## src/rtl/aimc_defs.vh

```
// Register map, field positions, reset values and timing counts of the converter front end.
`ifndef AIMC_DEFS_VH
`define AIMC_DEFS_VH

// Register byte offsets on the AXI4-Lite bus.
`define AIMC_OFS_CTRL      8'h00
`define AIMC_OFS_REF       8'h04
`define AIMC_OFS_CHSEL     8'h08
`define AIMC_OFS_PAIRCFG   8'h0C
`define AIMC_OFS_CONVCFG   8'h10
`define AIMC_OFS_STATUS    8'h14
`define AIMC_OFS_RESULT    8'h18

// Field positions.
`define AIMC_CTRL_EN_BIT   7
`define AIMC_REF_BIAS_BIT  1
`define AIMC_CHSEL_W       4
`define AIMC_PAIR_W        4
`define AIMC_GAIN_W        3

// Reset values.
`define AIMC_RST_EN        1'h0
`define AIMC_RST_BIAS      1'h0
`define AIMC_RST_CHSEL     4'h0
`define AIMC_RST_PAIR      4'h0
`define AIMC_RST_GAIN      3'h0

// Gain codes; 3'h5 and 3'h7 are reserved aliases.
`define AIMC_GAIN_X1       3'h0
`define AIMC_GAIN_X2       3'h1
`define AIMC_GAIN_X4       3'h2
`define AIMC_GAIN_X8       3'h3
`define AIMC_GAIN_X16      3'h4
`define AIMC_GAIN_RSV16    3'h5
`define AIMC_GAIN_XHALF    3'h6
`define AIMC_GAIN_RSVHALF  3'h7

// One-hot gain outputs, bit order 0.5, 1, 2, 4, 8, 16.
`define AIMC_OH_HALF       6'h01
`define AIMC_OH_X1         6'h02
`define AIMC_OH_X2         6'h04
`define AIMC_OH_X4         6'h08
`define AIMC_OH_X8         6'h10
`define AIMC_OH_X16        6'h20

// Source code of the temperature sensor on the positive select.
`define AIMC_SRC_TEMP      4'h8

// Converter figures and timing.
`define AIMC_RES_BITS      12
`define AIMC_RATE_KSPS     100
`define AIMC_MCLK_KHZ      10000
`define AIMC_CONV_CYC      (`AIMC_MCLK_KHZ / `AIMC_RATE_KSPS)
`define AIMC_CNT_W         7

// Bus answers.
`define AIMC_RESP_OKAY     2'h0
`define AIMC_RESP_SLVERR   2'h2

`endif

```

## src/rtl/aimc_top.v

```verilog
// Converter front end control: enable, bias, input multiplexer, gain and result format.
// Functional notes
// - Converter, track-and-hold and amplifier are powered only while enable is 1.
// - Enable at 0 holds the whole converter subsystem in low power shutdown.
// - Twelve-bit successive-approximation converter with track-and-hold, up to 100ksps.
// - Nine sources: eight external inputs plus the internal temperature sensor.
// - Programmed gain applies to the temperature sensor like any external channel.
// - Each external input pair is single-ended or differential, independently.
// - Pair configuration may change any time; new setting used from then on.
// - Reset makes every input pair single-ended.
// - Multiplexer is controlled by channel select and pair configuration registers.
// - Gain comes from the three-bit gain field of the configuration register.
// - Gain field offers 0.5, 1, 2, 4, 8 and 16.
// - Reset loads the gain code for unity gain.
// - Pair bit 0 means single-ended; 1 joins even positive, odd negative.
// - Four-bit address: 0 to 7 external or its pair; 1xxx temperature sensor.
// - Differential results are delivered in two's complement.
//
// Added by the designer: the AXI4-Lite register port and the address map.
`timescale 1ns/100ps
`default_nettype none
`include "aimc_defs.vh"

module aimc_top (
  // Clock and reset
  input  wire        mclk,
  input  wire        rstn,
  // AXI4-Lite write address
  input  wire [7:0]  awaddr,
  input  wire [2:0]  awprot,
  input  wire        awvalid,
  output reg         awready,
  // AXI4-Lite write data
  input  wire [31:0] wdata,
  input  wire [3:0]  wstrb,
  input  wire        wvalid,
  output reg         wready,
  // AXI4-Lite write response
  output reg  [1:0]  bresp,
  output reg         bvalid,
  input  wire        bready,
  // AXI4-Lite read address
  input  wire [7:0]  araddr,
  input  wire [2:0]  arprot,
  input  wire        arvalid,
  output reg         arready,
  // AXI4-Lite read data
  output reg  [31:0] rdata,
  output reg  [1:0]  rresp,
  output reg         rvalid,
  input  wire        rready,
  // Converter pins
  input  wire [11:0] sar_code,
  input  wire        sar_done,
  // Analog controls
  output reg         subsys_power,
  output reg         subsys_shutdown,
  output reg         bias_enable,
  output reg         sample_tick,
  output reg  [3:0]  mux_pos_sel,
  output reg  [2:0]  mux_neg_sel,
  output reg         mux_diff,
  output reg  [5:0]  gain_onehot
);

  // Reset release.
  reg        rst_s1;
  reg        rst_n;

  // Registers.
  reg        subsystem_enable_bit;
  reg        bias_enable_bit;
  reg  [3:0] channel_address_field;
  reg  [3:0] pair_config_register;
  reg  [2:0] gain_select_field;
  reg [11:0] result;
  reg        result_twos;

  // Bus state.
  reg        aw_hold;
  reg        w_hold;
  reg  [7:0] wr_addr;
  reg [31:0] wr_data;
  reg        wr_lane0;

  // Pin synchronisers.
  reg        done_s1;
  reg        done_s2;
  reg        done_s3;
  reg [11:0] code_s1;
  reg [11:0] code_s2;

  // Rate divider.
  reg  [6:0] rate_cnt;

  // Decoded source.
  wire [3:0] dec_pos;
  wire [2:0] dec_neg;
  wire       dec_diff;
  wire       dec_temp;
  reg  [5:0] next_gain_onehot;
  reg  [2:0] gain_index;
  reg [31:0] next_rdata;
  reg        rd_hit;
  reg        wr_hit;

  localparam integer CONV_LAST_I = `AIMC_CONV_CYC - 1;
  localparam [6:0]   CONV_LAST   = CONV_LAST_I[6:0];

  always @(posedge mclk or negedge rstn) begin
    if (!rstn) begin
      rst_s1 <= 1'b0;
      rst_n  <= 1'b0;
    end else begin
      rst_s1 <= 1'b1;
      rst_n  <= rst_s1;
    end
  end

  aimc_src_decode u_dec (
    .chan_addr (channel_address_field),
    .pair_diff (pair_config_register),
    .pos_sel   (dec_pos),
    .neg_sel   (dec_neg),
    .diff      (dec_diff),
    .temp      (dec_temp)
  );

  always @* begin
    case (gain_select_field)
      `AIMC_GAIN_X1: begin
        next_gain_onehot = `AIMC_OH_X1;
        gain_index       = 3'h1;
      end
      `AIMC_GAIN_X2: begin
        next_gain_onehot = `AIMC_OH_X2;
        gain_index       = 3'h2;
      end
      `AIMC_GAIN_X4: begin
        next_gain_onehot = `AIMC_OH_X4;
        gain_index       = 3'h3;
      end
      `AIMC_GAIN_X8: begin
        next_gain_onehot = `AIMC_OH_X8;
        gain_index       = 3'h4;
      end
      `AIMC_GAIN_X16, `AIMC_GAIN_RSV16: begin
        next_gain_onehot = `AIMC_OH_X16;
        gain_index       = 3'h5;
      end
      default: begin
        next_gain_onehot = `AIMC_OH_HALF;
        gain_index       = 3'h0;
      end
    endcase
  end

  // Register read mux; reserved bits read zero.
  always @* begin
    next_rdata = 32'h0000_0000;
    rd_hit     = 1'b1;
    case (araddr)
      `AIMC_OFS_CTRL:    next_rdata[`AIMC_CTRL_EN_BIT] = subsystem_enable_bit;
      `AIMC_OFS_REF:     next_rdata[`AIMC_REF_BIAS_BIT] = bias_enable_bit;
      `AIMC_OFS_CHSEL:   next_rdata[3:0] = channel_address_field;
      `AIMC_OFS_PAIRCFG: next_rdata[3:0] = pair_config_register;
      `AIMC_OFS_CONVCFG: next_rdata[2:0] = gain_select_field;
      `AIMC_OFS_STATUS: begin
        next_rdata[0]     = subsystem_enable_bit;
        next_rdata[1]     = bias_enable_bit;
        next_rdata[2]     = subsystem_enable_bit & bias_enable_bit;
        next_rdata[3]     = dec_diff;
        next_rdata[4]     = dec_temp;
        next_rdata[8:5]   = dec_pos;
        next_rdata[11:9]  = dec_neg;
        next_rdata[14:12] = gain_index;
      end
      `AIMC_OFS_RESULT: begin
        next_rdata[11:0] = result;
        next_rdata[12]   = result_twos;
      end
      default: rd_hit = 1'b0;
    endcase
  end

  always @* begin
    case (wr_addr)
      `AIMC_OFS_CTRL, `AIMC_OFS_REF, `AIMC_OFS_CHSEL,
      `AIMC_OFS_PAIRCFG, `AIMC_OFS_CONVCFG: wr_hit = 1'b1;
      default: wr_hit = 1'b0;
    endcase
  end

  // Write channels: address and data are latched separately, in either order.
  always @(posedge mclk or negedge rst_n) begin
    if (!rst_n) begin
      awready  <= 1'b0;
      wready   <= 1'b0;
      aw_hold  <= 1'b0;
      w_hold   <= 1'b0;
      wr_addr  <= 8'h00;
      wr_data  <= 32'h0000_0000;
      wr_lane0 <= 1'b0;
      bvalid   <= 1'b0;
      bresp    <= `AIMC_RESP_OKAY;
    end else begin
      awready <= awvalid & ~awready & ~aw_hold & ~bvalid;
      wready  <= wvalid & ~wready & ~w_hold & ~bvalid;
      if (awvalid && awready) begin
        aw_hold <= 1'b1;
        wr_addr <= awaddr;
      end
      if (wvalid && wready) begin
        w_hold   <= 1'b1;
        wr_data  <= wdata;
        wr_lane0 <= wstrb[0];
      end
      if (aw_hold && w_hold && !bvalid) begin
        aw_hold <= 1'b0;
        w_hold  <= 1'b0;
        bvalid  <= 1'b1;
        bresp   <= wr_hit ? `AIMC_RESP_OKAY : `AIMC_RESP_SLVERR;
      end else if (bvalid && bready) begin
        bvalid <= 1'b0;
      end
    end
  end

  // Register writes. Nothing gates them on enable so software can set up while shut down.
  always @(posedge mclk or negedge rst_n) begin
    if (!rst_n) begin
      subsystem_enable_bit  <= `AIMC_RST_EN;
      bias_enable_bit       <= `AIMC_RST_BIAS;
      channel_address_field <= `AIMC_RST_CHSEL;
      pair_config_register  <= `AIMC_RST_PAIR;
      gain_select_field     <= `AIMC_RST_GAIN;
    end else if (aw_hold && w_hold && !bvalid && wr_lane0) begin
      case (wr_addr)
        `AIMC_OFS_CTRL:    subsystem_enable_bit <= wr_data[`AIMC_CTRL_EN_BIT];
        `AIMC_OFS_REF:     bias_enable_bit <= wr_data[`AIMC_REF_BIAS_BIT];
        `AIMC_OFS_CHSEL:   channel_address_field <= wr_data[3:0];
        `AIMC_OFS_PAIRCFG: pair_config_register <= wr_data[3:0];
        `AIMC_OFS_CONVCFG: gain_select_field <= wr_data[2:0];
        default: ;
      endcase
    end
  end

  // Read channel.
  always @(posedge mclk or negedge rst_n) begin
    if (!rst_n) begin
      arready <= 1'b0;
      rvalid  <= 1'b0;
      rdata   <= 32'h0000_0000;
      rresp   <= `AIMC_RESP_OKAY;
    end else begin
      arready <= arvalid & ~arready & ~rvalid;
      if (arvalid && arready) begin
        rvalid <= 1'b1;
        rdata  <= next_rdata;
        rresp  <= rd_hit ? `AIMC_RESP_OKAY : `AIMC_RESP_SLVERR;
      end else if (rvalid && rready) begin
        rvalid <= 1'b0;
      end
    end
  end

  // Converter pins come from the analog macro's own timing, so both pass two flip-flops.
  always @(posedge mclk or negedge rst_n) begin
    if (!rst_n) begin
      done_s1 <= 1'b0;
      done_s2 <= 1'b0;
      done_s3 <= 1'b0;
      code_s1 <= 12'h000;
      code_s2 <= 12'h000;
    end else begin
      done_s1 <= sar_done;
      done_s2 <= done_s1;
      done_s3 <= done_s2;
      code_s1 <= sar_code;
      code_s2 <= code_s1;
    end
  end

  // The code must be steady before done rises; code and done pass the same two stages, with no extra cycles of margin.
  always @(posedge mclk or negedge rst_n) begin
    if (!rst_n) begin
      result      <= 12'h000;
      result_twos <= 1'b0;
    end else if (done_s2 && !done_s3 && subsystem_enable_bit) begin
      result_twos <= mux_diff;
      if (mux_diff) begin
        result <= {~code_s2[11], code_s2[10:0]};
      end else begin
        result <= code_s2;
      end
    end
  end

  always @(posedge mclk or negedge rst_n) begin
    if (!rst_n) begin
      rate_cnt    <= 7'h00;
      sample_tick <= 1'b0;
    end else if (!(subsystem_enable_bit && bias_enable_bit)) begin
      rate_cnt    <= 7'h00;
      sample_tick <= 1'b0;
    end else if (rate_cnt == CONV_LAST) begin
      rate_cnt    <= 7'h00;
      sample_tick <= 1'b1;
    end else begin
      rate_cnt    <= rate_cnt + 7'h01;
      sample_tick <= 1'b0;
    end
  end

  // Analog control outputs, all registered.
  always @(posedge mclk or negedge rst_n) begin
    if (!rst_n) begin
      subsys_power    <= 1'b0;
      subsys_shutdown <= 1'b1;
      bias_enable     <= 1'b0;
      mux_pos_sel     <= 4'h0;
      mux_neg_sel     <= 3'h0;
      mux_diff        <= 1'b0;
      gain_onehot     <= `AIMC_OH_X1;
    end else begin
      subsys_power    <= subsystem_enable_bit;
      subsys_shutdown <= ~subsystem_enable_bit;
      bias_enable     <= bias_enable_bit;
      mux_pos_sel     <= dec_pos;
      mux_neg_sel     <= dec_neg;
      mux_diff        <= dec_diff;
      gain_onehot     <= next_gain_onehot;
    end
  end

endmodule
`default_nettype wire

```

## src/rtl/aimc_src_decode.v

```verilog
// Channel address and pair configuration decode into multiplexer selects.
`timescale 1ns/100ps
`default_nettype none
`include "aimc_defs.vh"

module aimc_src_decode (
  // Settings
  input  wire [3:0] chan_addr,
  input  wire [3:0] pair_diff,
  // Decoded source
  output reg  [3:0] pos_sel,
  output reg  [2:0] neg_sel,
  output reg        diff,
  output reg        temp
);

  always @* begin
    pos_sel = {1'b0, chan_addr[2:0]};
    neg_sel = 3'h0;
    diff    = 1'b0;
    temp    = 1'b0;
    if (chan_addr[3]) begin
      pos_sel = `AIMC_SRC_TEMP;
      temp    = 1'b1;
    end else if (pair_diff[chan_addr[2:1]]) begin
      pos_sel = {1'b0, chan_addr[2:1], 1'b0};
      neg_sel = {chan_addr[2:1], 1'b1};
      diff    = 1'b1;
    end
  end

endmodule
`default_nettype wire

```

## config.mk

```make
export PLATFORM = sky130hd
export DESIGN_NAME = aimc_top
export DESIGN_NICKNAME = d
export VERILOG_FILES = /design/src/rtl/aimc_top.v /design/src/rtl/aimc_src_decode.v
export VERILOG_INCLUDE_DIRS = /design/src /design/src/rtl
export SDC_FILE = /design/constraint.sdc
export NUM_CORES = 1
export LEC_CHECK = 0
export BUFFER_PORTS_ARGS = -buffer_cell sky130_fd_sc_hd__buf_4
export CAP_MARGIN = 40
export CORE_MARGIN = 5
export CORE_UTILIZATION = 55
export DETAILED_ROUTE_END_ITERATION = 16
export GPL_TIMING_DRIVEN = 0
export PLACE_DENSITY = 0.85
export SLEW_MARGIN = 20
export SYNTH_ARGS = -nofsm -noshare
export SYNTH_HDL_FRONTEND = slang
export SYNTH_SLANG_ARGS = --single-unit
```

## constraint.sdc

```tcl
create_clock -name mclk -period 7.1 [get_ports mclk]
set_input_delay 0 -clock mclk [delete_from_list [all_inputs] [get_ports mclk]]
set_output_delay 0 -clock mclk [all_outputs]
set_load 0.05 [all_outputs]
```

Word-level counts from Yosys, hierarchy flattened
Cells that the tools add are included.
Word-level totals
  register bits: 123
Operators by class
  equality and inequality tests: 16
  $lt $le $gt $ge: 1
  mux-type cells: 36
  add/sub/neg operators: 1
  bitwise operators: 18
  reductions and logical operators: 29
Operators by type and width (count)
  8-bit by 4-bit == test with 1-bit output, second input constant: 4
  8-bit by 5-bit == test with 1-bit output, second input constant: 4
  6-bit case mux with 5 select lines: 1
  1-bit 2-to-1 mux: 17
  8-bit by 3-bit == test with 1-bit output, second input constant: 2
  8-bit logical NOT: 2
  1-bit case mux with 5 select lines: 3
  3-bit case mux with 5 select lines: 1
  7-bit 2-to-1 mux: 2
  12-bit 2-to-1 mux: 1
  1-bit logical AND: 11
  5-bit case mux with 2 select lines: 1
  2-bit AND reduction: 5
  1-bit AND: 9
  1-bit NOT: 9
  2-bit nonzero test: 4
  7-bit by 1-bit adder with 7-bit output, second input constant: 1
  7-bit == test, second input constant: 1
  7-bit OR reduction: 1
  3-bit by 2-bit == test with 1-bit output, second input constant: 2
  3-bit == test, second input constant: 2
  2-bit 2-to-1 mux: 3
  3-bit 2-to-1 mux: 2
  3-bit case mux with 2 select lines: 1
  10 further kinds: 12

Longest topological paths before layout
Gate-level depths: netlist (run 1).
  depth after elaboration: 5
  depth in mapped cells: 5

Cells and area by module
From an unflattened synthesis (run 1), not the netlist that was laid out.
Unflattened totals
  cells, all modules: 343
  area total of the unflattened synthesis: 4576.9 um^2
By module, submodules not included
  aimc_top: area each 4465.5 um^2, times used 1, seq. area each 2955.3 um^2, cells each 331
  aimc_src_decode: area each 111.4 um^2, times used 1, seq. area each 0.0 um^2, cells each 12

Worst setup path before layout (run 1)
OpenSTA, ideal clock, no wires.
  kind: reg-to-reg
  start: reg bvalid
  end: reg gain_select_field[0]
  arrival: 1798 ps
  path slack: 5177 ps
  buffers on the path: 0
  required time: 6975 ps
  cell stages (with the launch flop): 4
  cell sequence: dfrtp_1 -> nand3b_1 -> nor4_1 -> mux2_2
Between the ends
  cells in the longest elaborated chain, start to end: 4
RTL lines
  start: declaration: line aimc_top.v:40  | output reg bvalid,
  start signal: assignment: line aimc_top.v:204  | bvalid <= 1'b0;
  start signal: assignment: line aimc_top.v:221  | bvalid <= 1'b1;
  start signal: assignment: line aimc_top.v:224  | bvalid <= 1'b0;
  1-bit logical NOT: line aimc_top.v:237  | end else if (aw_hold && w_hold && !bvalid && wr_lane0) begin
  1-bit logical AND (2 in a row): line aimc_top.v:237
  2-bit AND reduction (no line)
  end signal: assignment: line aimc_top.v:236  | gain_select_field <= `AIMC_RST_GAIN;
  end signal: assignment: line aimc_top.v:243  | `AIMC_OFS_CONVCFG: gain_select_field <= wr_data[2:0];
  end: declaration: line aimc_top.v:75  | reg [2:0] gain_select_field;
No other way between the ends.
A chain may end at the register's enable or synchronous reset.

Worst setup path after layout (run 1)
  start: reg wr_addr[0]
  end: reg gain_select_field[1]
Between the ends
  cells in the longest elaborated chain, start to end: 2
RTL lines
  start: declaration: line aimc_top.v:82  | reg [7:0] wr_addr;
  start signal: assignment: line aimc_top.v:211  | wr_addr <= awaddr;
  8-bit by 5-bit == test with 1-bit output: line aimc_top.v:238  | case (wr_addr)
  2-bit AND reduction (no line)
No other way between the ends.

==> results.sh, run 1 <==
export IMPL_status="completed"
export IMPL_avgSynthCellArea_um2=13.43
export IMPL_path_clk_slew_ps=60
export IMPL_n_fill_cell=469
export IMPL_p_leak_uw=0.003140
export IMPL_synth_mux_area_share_pct=11.50
export IMPL_async_flop_share_pct=100.0
export IMPL_max_slew_margin_pct=51.77
export IMPL_regArea_mm2=0.002934
export IMPL_num_vias=3256
export IMPL_pin_count=137
export IMPL_ir_worst_vdd_v=0.0002834
export IMPL_htreeDepth=4
export IMPL_cts_root_buf="clkbuf_8"
export IMPL_synth_top_family_by_area="simple AND/OR/NAND/NOR gates"
export IMPL_hold_path_startpoint="araddr[0]"
export IMPL_tightest_slew_ps=716.9
export IMPL_r2r_start="wr_addr[0]$_DFFE_PN0P_"
export IMPL_cts_buffers=17
export IMPL_cts_sinks=117
export IMPL_finalHoldViolCount=0
export IMPL_dp_hpwl_um=6658
export IMPL_drt_iter0_drc=161
export IMPL_grt_overflow=0
export IMPL_final_net_count=582
export IMPL_areaGrowthSynthToFinish_pct=42.60
export IMPL_grt_max_degree=54
export IMPL_netSwitchingFraction_pct=26.33
export IMPL_tritoncts="yes"
export IMPL_rsz0062_at_grt="false"
export IMPL_setup_viol=0
export IMPL_grt_antenna_before_repair=0
export IMPL_drt_total_wl_um=10820
export IMPL_antenna_cells=0
export IMPL_hp_class="input pin to flop"
export IMPL_postCtsSetupBuffers=0
export IMPL_fin_total_pwr_uw=2046
export IMPL_coreArea_mm2=0.008134
export IMPL_arrival_ps=2510
export IMPL_synth_xor_area_share_pct=1.351
export IMPL_crit_chain="or4_4 > nor4_1 > mux2_2"
export IMPL_setup_tns_ps=0
export IMPL_endpoint_kind="flop"
export IMPL_portBuffers=81
export IMPL_synth_compound_area_share_pct=6.314
export IMPL_cp_data_required_time_ps=7500
export IMPL_startpoint="wr_addr[0]$_DFFE_PN0P_"
export IMPL_dp_slack_ps=4992
export IMPL_synth_edff_count=0
export IMPL_yosys_top_cells_area="dfrtp_1 (63%), mux2_2 (10%), buf_4 (3.3%)"
export IMPL_finalMaxSlewViolations=0
export IMPL_finalNonFillerCells=620
export IMPL_max_freq_ghz=0.4760
export IMPL_grt_pass1_vias=3400
export IMPL_seq_power_share_pct=41.2
export IMPL_synthAdderAreaFrac_pct=0.2757
export IMPL_row_count=33
export IMPL_clock_tree_buffer_depth=2
export IMPL_setup_ws_ps=4999
export IMPL_die_area_mm2=0.01017
export IMPL_die_h_um=100.8
export IMPL_fin_skew_ps=7.519
export IMPL_slowest_stage="nor4_1"
export IMPL_finalCriticalPeriod_ps=2101
export IMPL_place_gp_congestion=0.8667
export IMPL_clk_insertion_delay_late_ps=520
export IMPL_critPathKind="flop to flop"
export IMPL_dp_cells=544
export IMPL_pwr_share_comb_pct=15.2
export IMPL_wl_per_cell_um=17.45
export IMPL_start_kind="flop"
export IMPL_viasPerCell=5.252
export IMPL_ant_nets=0
export IMPL_internal_power_uw=1507
export IMPL_grt_pass1_wl_um=17240
export IMPL_yosysWarningCount=0
export IMPL_first_pass_iters=4
export IMPL_cts_repair_resized=0
export IMPL_synthCells=338
export IMPL_critPathMaxStageDelay_ps=620
export IMPL_drive_above_1_share_pct=35.92
export IMPL_hold_buffers=44
export IMPL_fin_crit_sh_pct=29.59
export IMPL_multi_input_area_mm2=0.001486
export IMPL_power_switching_uw=538.8
export IMPL_grt_usage_pct=22.64
export IMPL_ys_ff_latch=117
export IMPL_synthSimpleGateAreaFrac_pct=11.52
export IMPL_pwr_density_cell_mw_per_mm2=316.2
export IMPL_die_w_um=100.8
export IMPL_cpLargestDelayFamily="simple AND/OR/NAND/NOR gates"
export IMPL_drc=0
export IMPL_ys_flop_type="dfrtp_1"
export IMPL_cp_max_fo=3
export IMPL_p_clk_share_pct=43.6
export IMPL_crit_buf_inv=0
export IMPL_synth_largest_area_cell="dfrtp_1"
export IMPL_hold_slack_ps=39.50
export IMPL_syn_area_mm2=0.004538
export IMPL_synthDistinctLibCells=48
export IMPL_synth_top_area_share_pct=63.41
export IMPL_initial_core_util_pct=55.79
export IMPL_seq_area_frac_synth_pct=64.57
export IMPL_cap_violations=0
==> logic make-up (layout without fill, tap and decap cells) <==
| group | count (synthesis) | count (layout) |
|---|---|---|
| flops | 117 | 117 |
| simple gates | 90 | 90 |
| mux | 47 | 47 |
| compound gates | 42 | 42 |
| buf+inv | 32 | 191 |
| xor+xnor | 7 | 7 |
| other cells | 2 | 20 |
| fa+ha+maj | 1 | 1 |
==> power by group through the flow <==
stage / Combinational, µW / Clock (µW) / Sequential, µW
global placement: 267 / 0 / 851
CTS: 311 / 899 / 841
floorplan: 152 / 0 / 889
global route: 334 / 929 / 855
detailed placement: 290 / 0 / 848
finish: 310 / 893 / 843
==> area by class of cell <==
| class | instances | share of cell area [%] |
|---|---|---|
| Timing Repair Buffer | 128 | 17.01 |
| Tap cell | 105 | 2.030 |
| Buffer | 26 | 2.668 |
| Clock inverter | 9 | 2.320 |
| Multi-Input combinational cell | 207 | 22.97 |
| Sequential cell | 117 | 45.34 |
| Clock buffer | 22 | 7.309 |
| Inverter | 6 | 0.3480 |
==> per-layer routing <==
metal / part of all wire, % / track usage (%) / vias up
li1: - / - / 1488
met5: 0 / 0 / -
met3: 7.3 / 5.882 / 28
met2: 53 / 39.59 / 139
met4: 2.3 / 9.845 / 0
met1: 38 / 26.14 / 1601
==> tightest hold or removal path: stages <==
cell	delay, ps
buf_4	110
nor4b_2	80
a22oi_1	220
o31ai_1	90
==> flip-flops by register name (all words and copies together) (netlist names), 3 cells and up <==
register               count
channel_address_field      4
code_s1                   12
code_s2                   12
gain_onehot                6
gain_select_field          3
mux_neg_sel                3
mux_pos_sel                4
pair_config_register       4
rate_cnt                   7
rdata                     15
result                    12
wr_addr                    8
wr_data                    5
==> cells in the final DEF, fill, tap and decap left out, types with 2 or more instances in the layout <==
cell,Yosys,layout
nand3_1,9,9
buf_4,20,101
conb_1,2,20
nor3b_1,4,4
mux2i_1,6,6
nor2b_1,6,6
nand2_1,25,25
a32o_1,2,2
dfstp_2,2,2
nor4b_1,5,4
xnor2_1,5,5
clkinvlp_4,0,2
bufinv_16,0,4
o21ai_0,15,15
mux2_2,41,41
a22o_1,2,2
o31ai_1,3,3
clkbuf_16,0,16
and2_1,3,3
a21oi_1,3,3
dfrtp_1,115,114
a22oi_1,6,6
clkbuf_1,5,6
clkinv_2,0,3
a32oi_1,3,3
nand2b_1,2,2
dlygate4sd3_1,0,44
xor2_1,2,2
nor3_1,4,4
clkbuf_8,0,5
nor2_1,13,13
and3_1,3,3
inv_1,6,6
nand3b_1,6,6
==> synth_stat cells, types with 2 or more instances <==
| cell type | n |
|---|---|
| a22oi_1 | 6 |
| nand3b_1 | 6 |
| dfstp_2 | 2 |
| a21oi_1 | 3 |
| nand2_1 | 25 |
| mux2_2 | 41 |
| xor2_1 | 2 |
| clkbuf_1 | 5 |
| and3_1 | 3 |
| and2_1 | 3 |
| xnor2_1 | 5 |
| nor4b_1 | 5 |
| inv_1 | 6 |
| mux2i_1 | 6 |
| conb_1 | 2 |
| nor2b_1 | 6 |
| nor3b_1 | 4 |
| nand2b_1 | 2 |
| dfrtp_1 | 115 |
| nor3_1 | 4 |
| a22o_1 | 2 |
| a32o_1 | 2 |
| nor2_1 | 13 |
| a32oi_1 | 3 |
| buf_4 | 20 |
| nand3_1 | 9 |
| o21ai_0 | 15 |
| o31ai_1 | 3 |
==> stage by stage <==
stage,utilization (%),area [µm²]
4_1_cts,79.50,6466
6_report,79.56,6471
2_1_floorplan,-,4606
3_3_place_gp,65.71,5345
3_5_place_dp,66.42,5403
5_1_grt,79.56,6471
==> final timing paths <==
| kind | endpoint | slack (ps) | cells after the start |
|---|---|---|---|
| max | gain_select_field[1]$_DFFE_PN0P_ | 5000 | 3 |
| min | rdata[10]$_DFFE_PN0P_ | 40 | 4 |
| max reg2reg | gain_select_field[1]$_DFFE_PN0P_ | 5000 | 3 |
| min reg2reg | code_s1[0]$_DFF_PN0_ | 230 | 0 |
| max in group asynchronous | gain_onehot[1]$_DFF_PN1_ | 6280 | 1 |
| min in group asynchronous | code_s1[0]$_DFF_PN0_ | 230 | 0 |
No activity file was read; power rests on OpenSTA's default activity.
==> run 2: changes to the inputs <==
- CORE_UTILIZATION: 55 -> 46
- PLACE_DENSITY: 0.85 -> 0.75
- clock period: 7.1 -> 1.9 ns (I/O delays scaled with it)
==> results.sh, run 2 (same netlist as run 1, synthesis figures left out) <==
export IMPL_crit_chain="or4_4 > nor4_4 > nand3b_1 > buf_6 > mux2_2"
export IMPL_hold_path_startpoint="araddr[2]"
export IMPL_max_slew_margin_pct=57.88
export IMPL_grt_usage_pct=18.88
export IMPL_fin_total_pwr_uw=7843
export IMPL_setup_ws_ps=-3.922
export IMPL_grt_pass1_wl_um=17020
export IMPL_largest_register_ffs=15
export IMPL_power_switching_uw=1990
export IMPL_setup_viol=1
export IMPL_areaGrowthSynthToFinish_pct=45.13
export IMPL_ir_worst_vdd_v=0.0007205
export IMPL_finalHoldViolCount=0
export IMPL_cts_sinks=117
export IMPL_cts_root_buf="clkbuf_8"
export IMPL_finalNonFillerCells=650
export IMPL_final_cell_mix="dfrtp_1 (114), buf_4 (104), dlygate4sd3_1 (42)"
export IMPL_reg2reg_setup_slack_ps=-4
export IMPL_slowest_stage="or4_4"
export IMPL_place_gp_congestion=0.9303
export IMPL_cap_violations=0
export IMPL_grt_overflow=0
export IMPL_critPathKind="flop to flop"
export IMPL_netSwitchingFraction_pct=25.37
export IMPL_p_clk_share_pct=44.7
export IMPL_viasPerCell=4.934
export IMPL_fin_skew_ps=8.746
export IMPL_reg2reg_depth=5
export IMPL_final_net_count=584
export IMPL_crit_buf_inv=1
export IMPL_grt_max_degree=51
export IMPL_grt_antenna_before_repair=0
export IMPL_seq_power_share_pct=40.2
export IMPL_hold_depth=4
export IMPL_endpoint_kind="flop"
export IMPL_tightest_slew_ps=631.7
export IMPL_cpLargestDelayFamily="simple AND/OR/NAND/NOR gates"
export IMPL_pin_count=137
export IMPL_first_pass_iters=4
export IMPL_violations="negative setup slack"
export IMPL_drt_total_wl_um=10370
export IMPL_hp_class="input pin to flop"
export IMPL_die_w_um=109.3
export IMPL_tritoncts="yes"
export IMPL_drc=0
export IMPL_path_clk_slew_ps=60
export IMPL_pwr_density_cell_mw_per_mm2=1191
export IMPL_start_kind="flop"
export IMPL_die_h_um=109.3
export IMPL_arrival_ps=2290
export IMPL_row_count=36
export IMPL_finalCriticalPeriod_ps=1904
export IMPL_dp_hpwl_um=6881
export IMPL_fin_crit_sh_pct=100.2
export IMPL_clk_insertion_delay_late_ps=510
export IMPL_hold_path_end="rresp[1]$_DFFE_PN0P_"
export IMPL_p_leak_uw=0.003180
export IMPL_num_vias=3207
export IMPL_drt_iter0_drc=189
export IMPL_largest_register="rdata"
export IMPL_max_freq_ghz=0.5252
export IMPL_cts_buffers=17
export IMPL_critPathMaxStageDelay_ps=580
export IMPL_n_fill_cell=698
export IMPL_grt_pass1_vias=3315
export IMPL_antenna_cells=0
export IMPL_postLayoutCellArea_mm2=0.006586
export IMPL_r2r_start="wr_addr[0]$_DFFE_PN0P_"
export IMPL_ant_nets=0
export IMPL_die_area_mm2=0.01195
export IMPL_cp_data_required_time_ps=2290
export IMPL_coreArea_mm2=0.009684
export IMPL_wl_per_cell_um=15.95
export IMPL_portBuffers=81
export IMPL_internal_power_uw=5853
export IMPL_finalMaxSlewViolations=0
export IMPL_rsz0062_at_grt="true"
export IMPL_placedInstanceArea_mm2=0.005448
export IMPL_rr_endpoint="channel_address_field[2]$_DFFE_PN0P_"
export IMPL_pwr_share_comb_pct=15.2
export IMPL_final_common_cell="dfrtp_1"
export IMPL_initial_core_util_pct=46.86
export IMPL_cp_max_fo=4
export IMPL_status="finished with violations"
export IMPL_drive_above_1_share_pct=36.94
export IMPL_htreeDepth=4
export IMPL_clock_tree_buffer_depth=2
export IMPL_dp_cells=573
[run 2: routing by layer]
| metal | GRT usage (%) | up-vias | wire (µm) |
|---|---|---|---|
| met3 | 4.580 | 26 | 630 |
| met1 | 23.46 | 1571 | 4134 |
| met4 | 8.459 | 0 | 258 |
| li1 | - | 1492 | - |
| met2 | 31.34 | 118 | 5343 |
| met5 | 0 | - | 0 |
[run 2: power groups by stage]
stage                     sequential (µW)  combinational (µW)  clock [µW]
after floorplan                      3320                 571           0
after global placement               3190                1000           0
after detailed placement             3180                1080           0
after CTS                            3150                1160        3540
after global routing                 3210                1290        3670
final                                3150                1190        3500
[run 2: stage by stage]
step                util, %  hold WS, ps  TNS (ps)  worst slack [ps]
finish                68.01        61.06    -3.922            -3.922
global route          68.01        71.23    -438.1            -72.61
detailed placement    56.25       -214.8    -434.3            -70.22
floorplan                 -       -295.6         0             9.107
global placement      55.66       -217.5    -290.8            -46.70
CTS                   67.55        20.15         0             15.04
[run 2: layout make-up]
cell class | instances | area, µm² | share of cell area (%)
clock buffer | 21 | 449.2 | 6.820
inverter | 6 | 22.52 | 0.3419
multi-input combinational | 207 | 1524 | 23.14
buffer | 26 | 173.9 | 2.641
clock inverter | 10 | 202.7 | 3.078
timing repair buffer | 130 | 1114 | 16.91
sequential | 117 | 2934 | 44.55
tap | 133 | 166.4 | 2.527
[run 2: worst max path at each step]
stage | depth (start not counted) | from | slack, ps | endpoint
6_report | 5 | wr_addr[0]$_DFFE_PN0P_ | -4 | channel_address_field[2]$_DFFE_PN0P_
3_3_place_gp | 4 | wr_addr[0]$_DFFE_PN0P_ | -50 | channel_address_field[0]$_DFFE_PN0P_
3_5_place_dp | 4 | wr_addr[0]$_DFFE_PN0P_ | -70 | channel_address_field[1]$_DFFE_PN0P_
4_1_cts | 5 | bvalid$_DFFE_PN0P_ | 20 | channel_address_field[2]$_DFFE_PN0P_
5_1_grt | 5 | wr_addr[0]$_DFFE_PN0P_ | -70 | channel_address_field[2]$_DFFE_PN0P_
2_1_floorplan | 4 | bvalid$_DFFE_PN0P_ | 9 | channel_address_field[0]$_DFFE_PN0P_
[run 2: timing repair]
action,CTS,global route
endpoints found under the hold margin,45,0
endpoints found under the setup margin,9,15
gates resized for setup,2,6
buffers inserted,1,3
gates cloned,0,0
pin swaps,2,0
hold buffers,42,0
[run 2: tightest hold or removal path: cells and delay by family]
family	cells	cell delay, ps
simple gates	1	130
buf+inv	2	340
compound gates	1	60
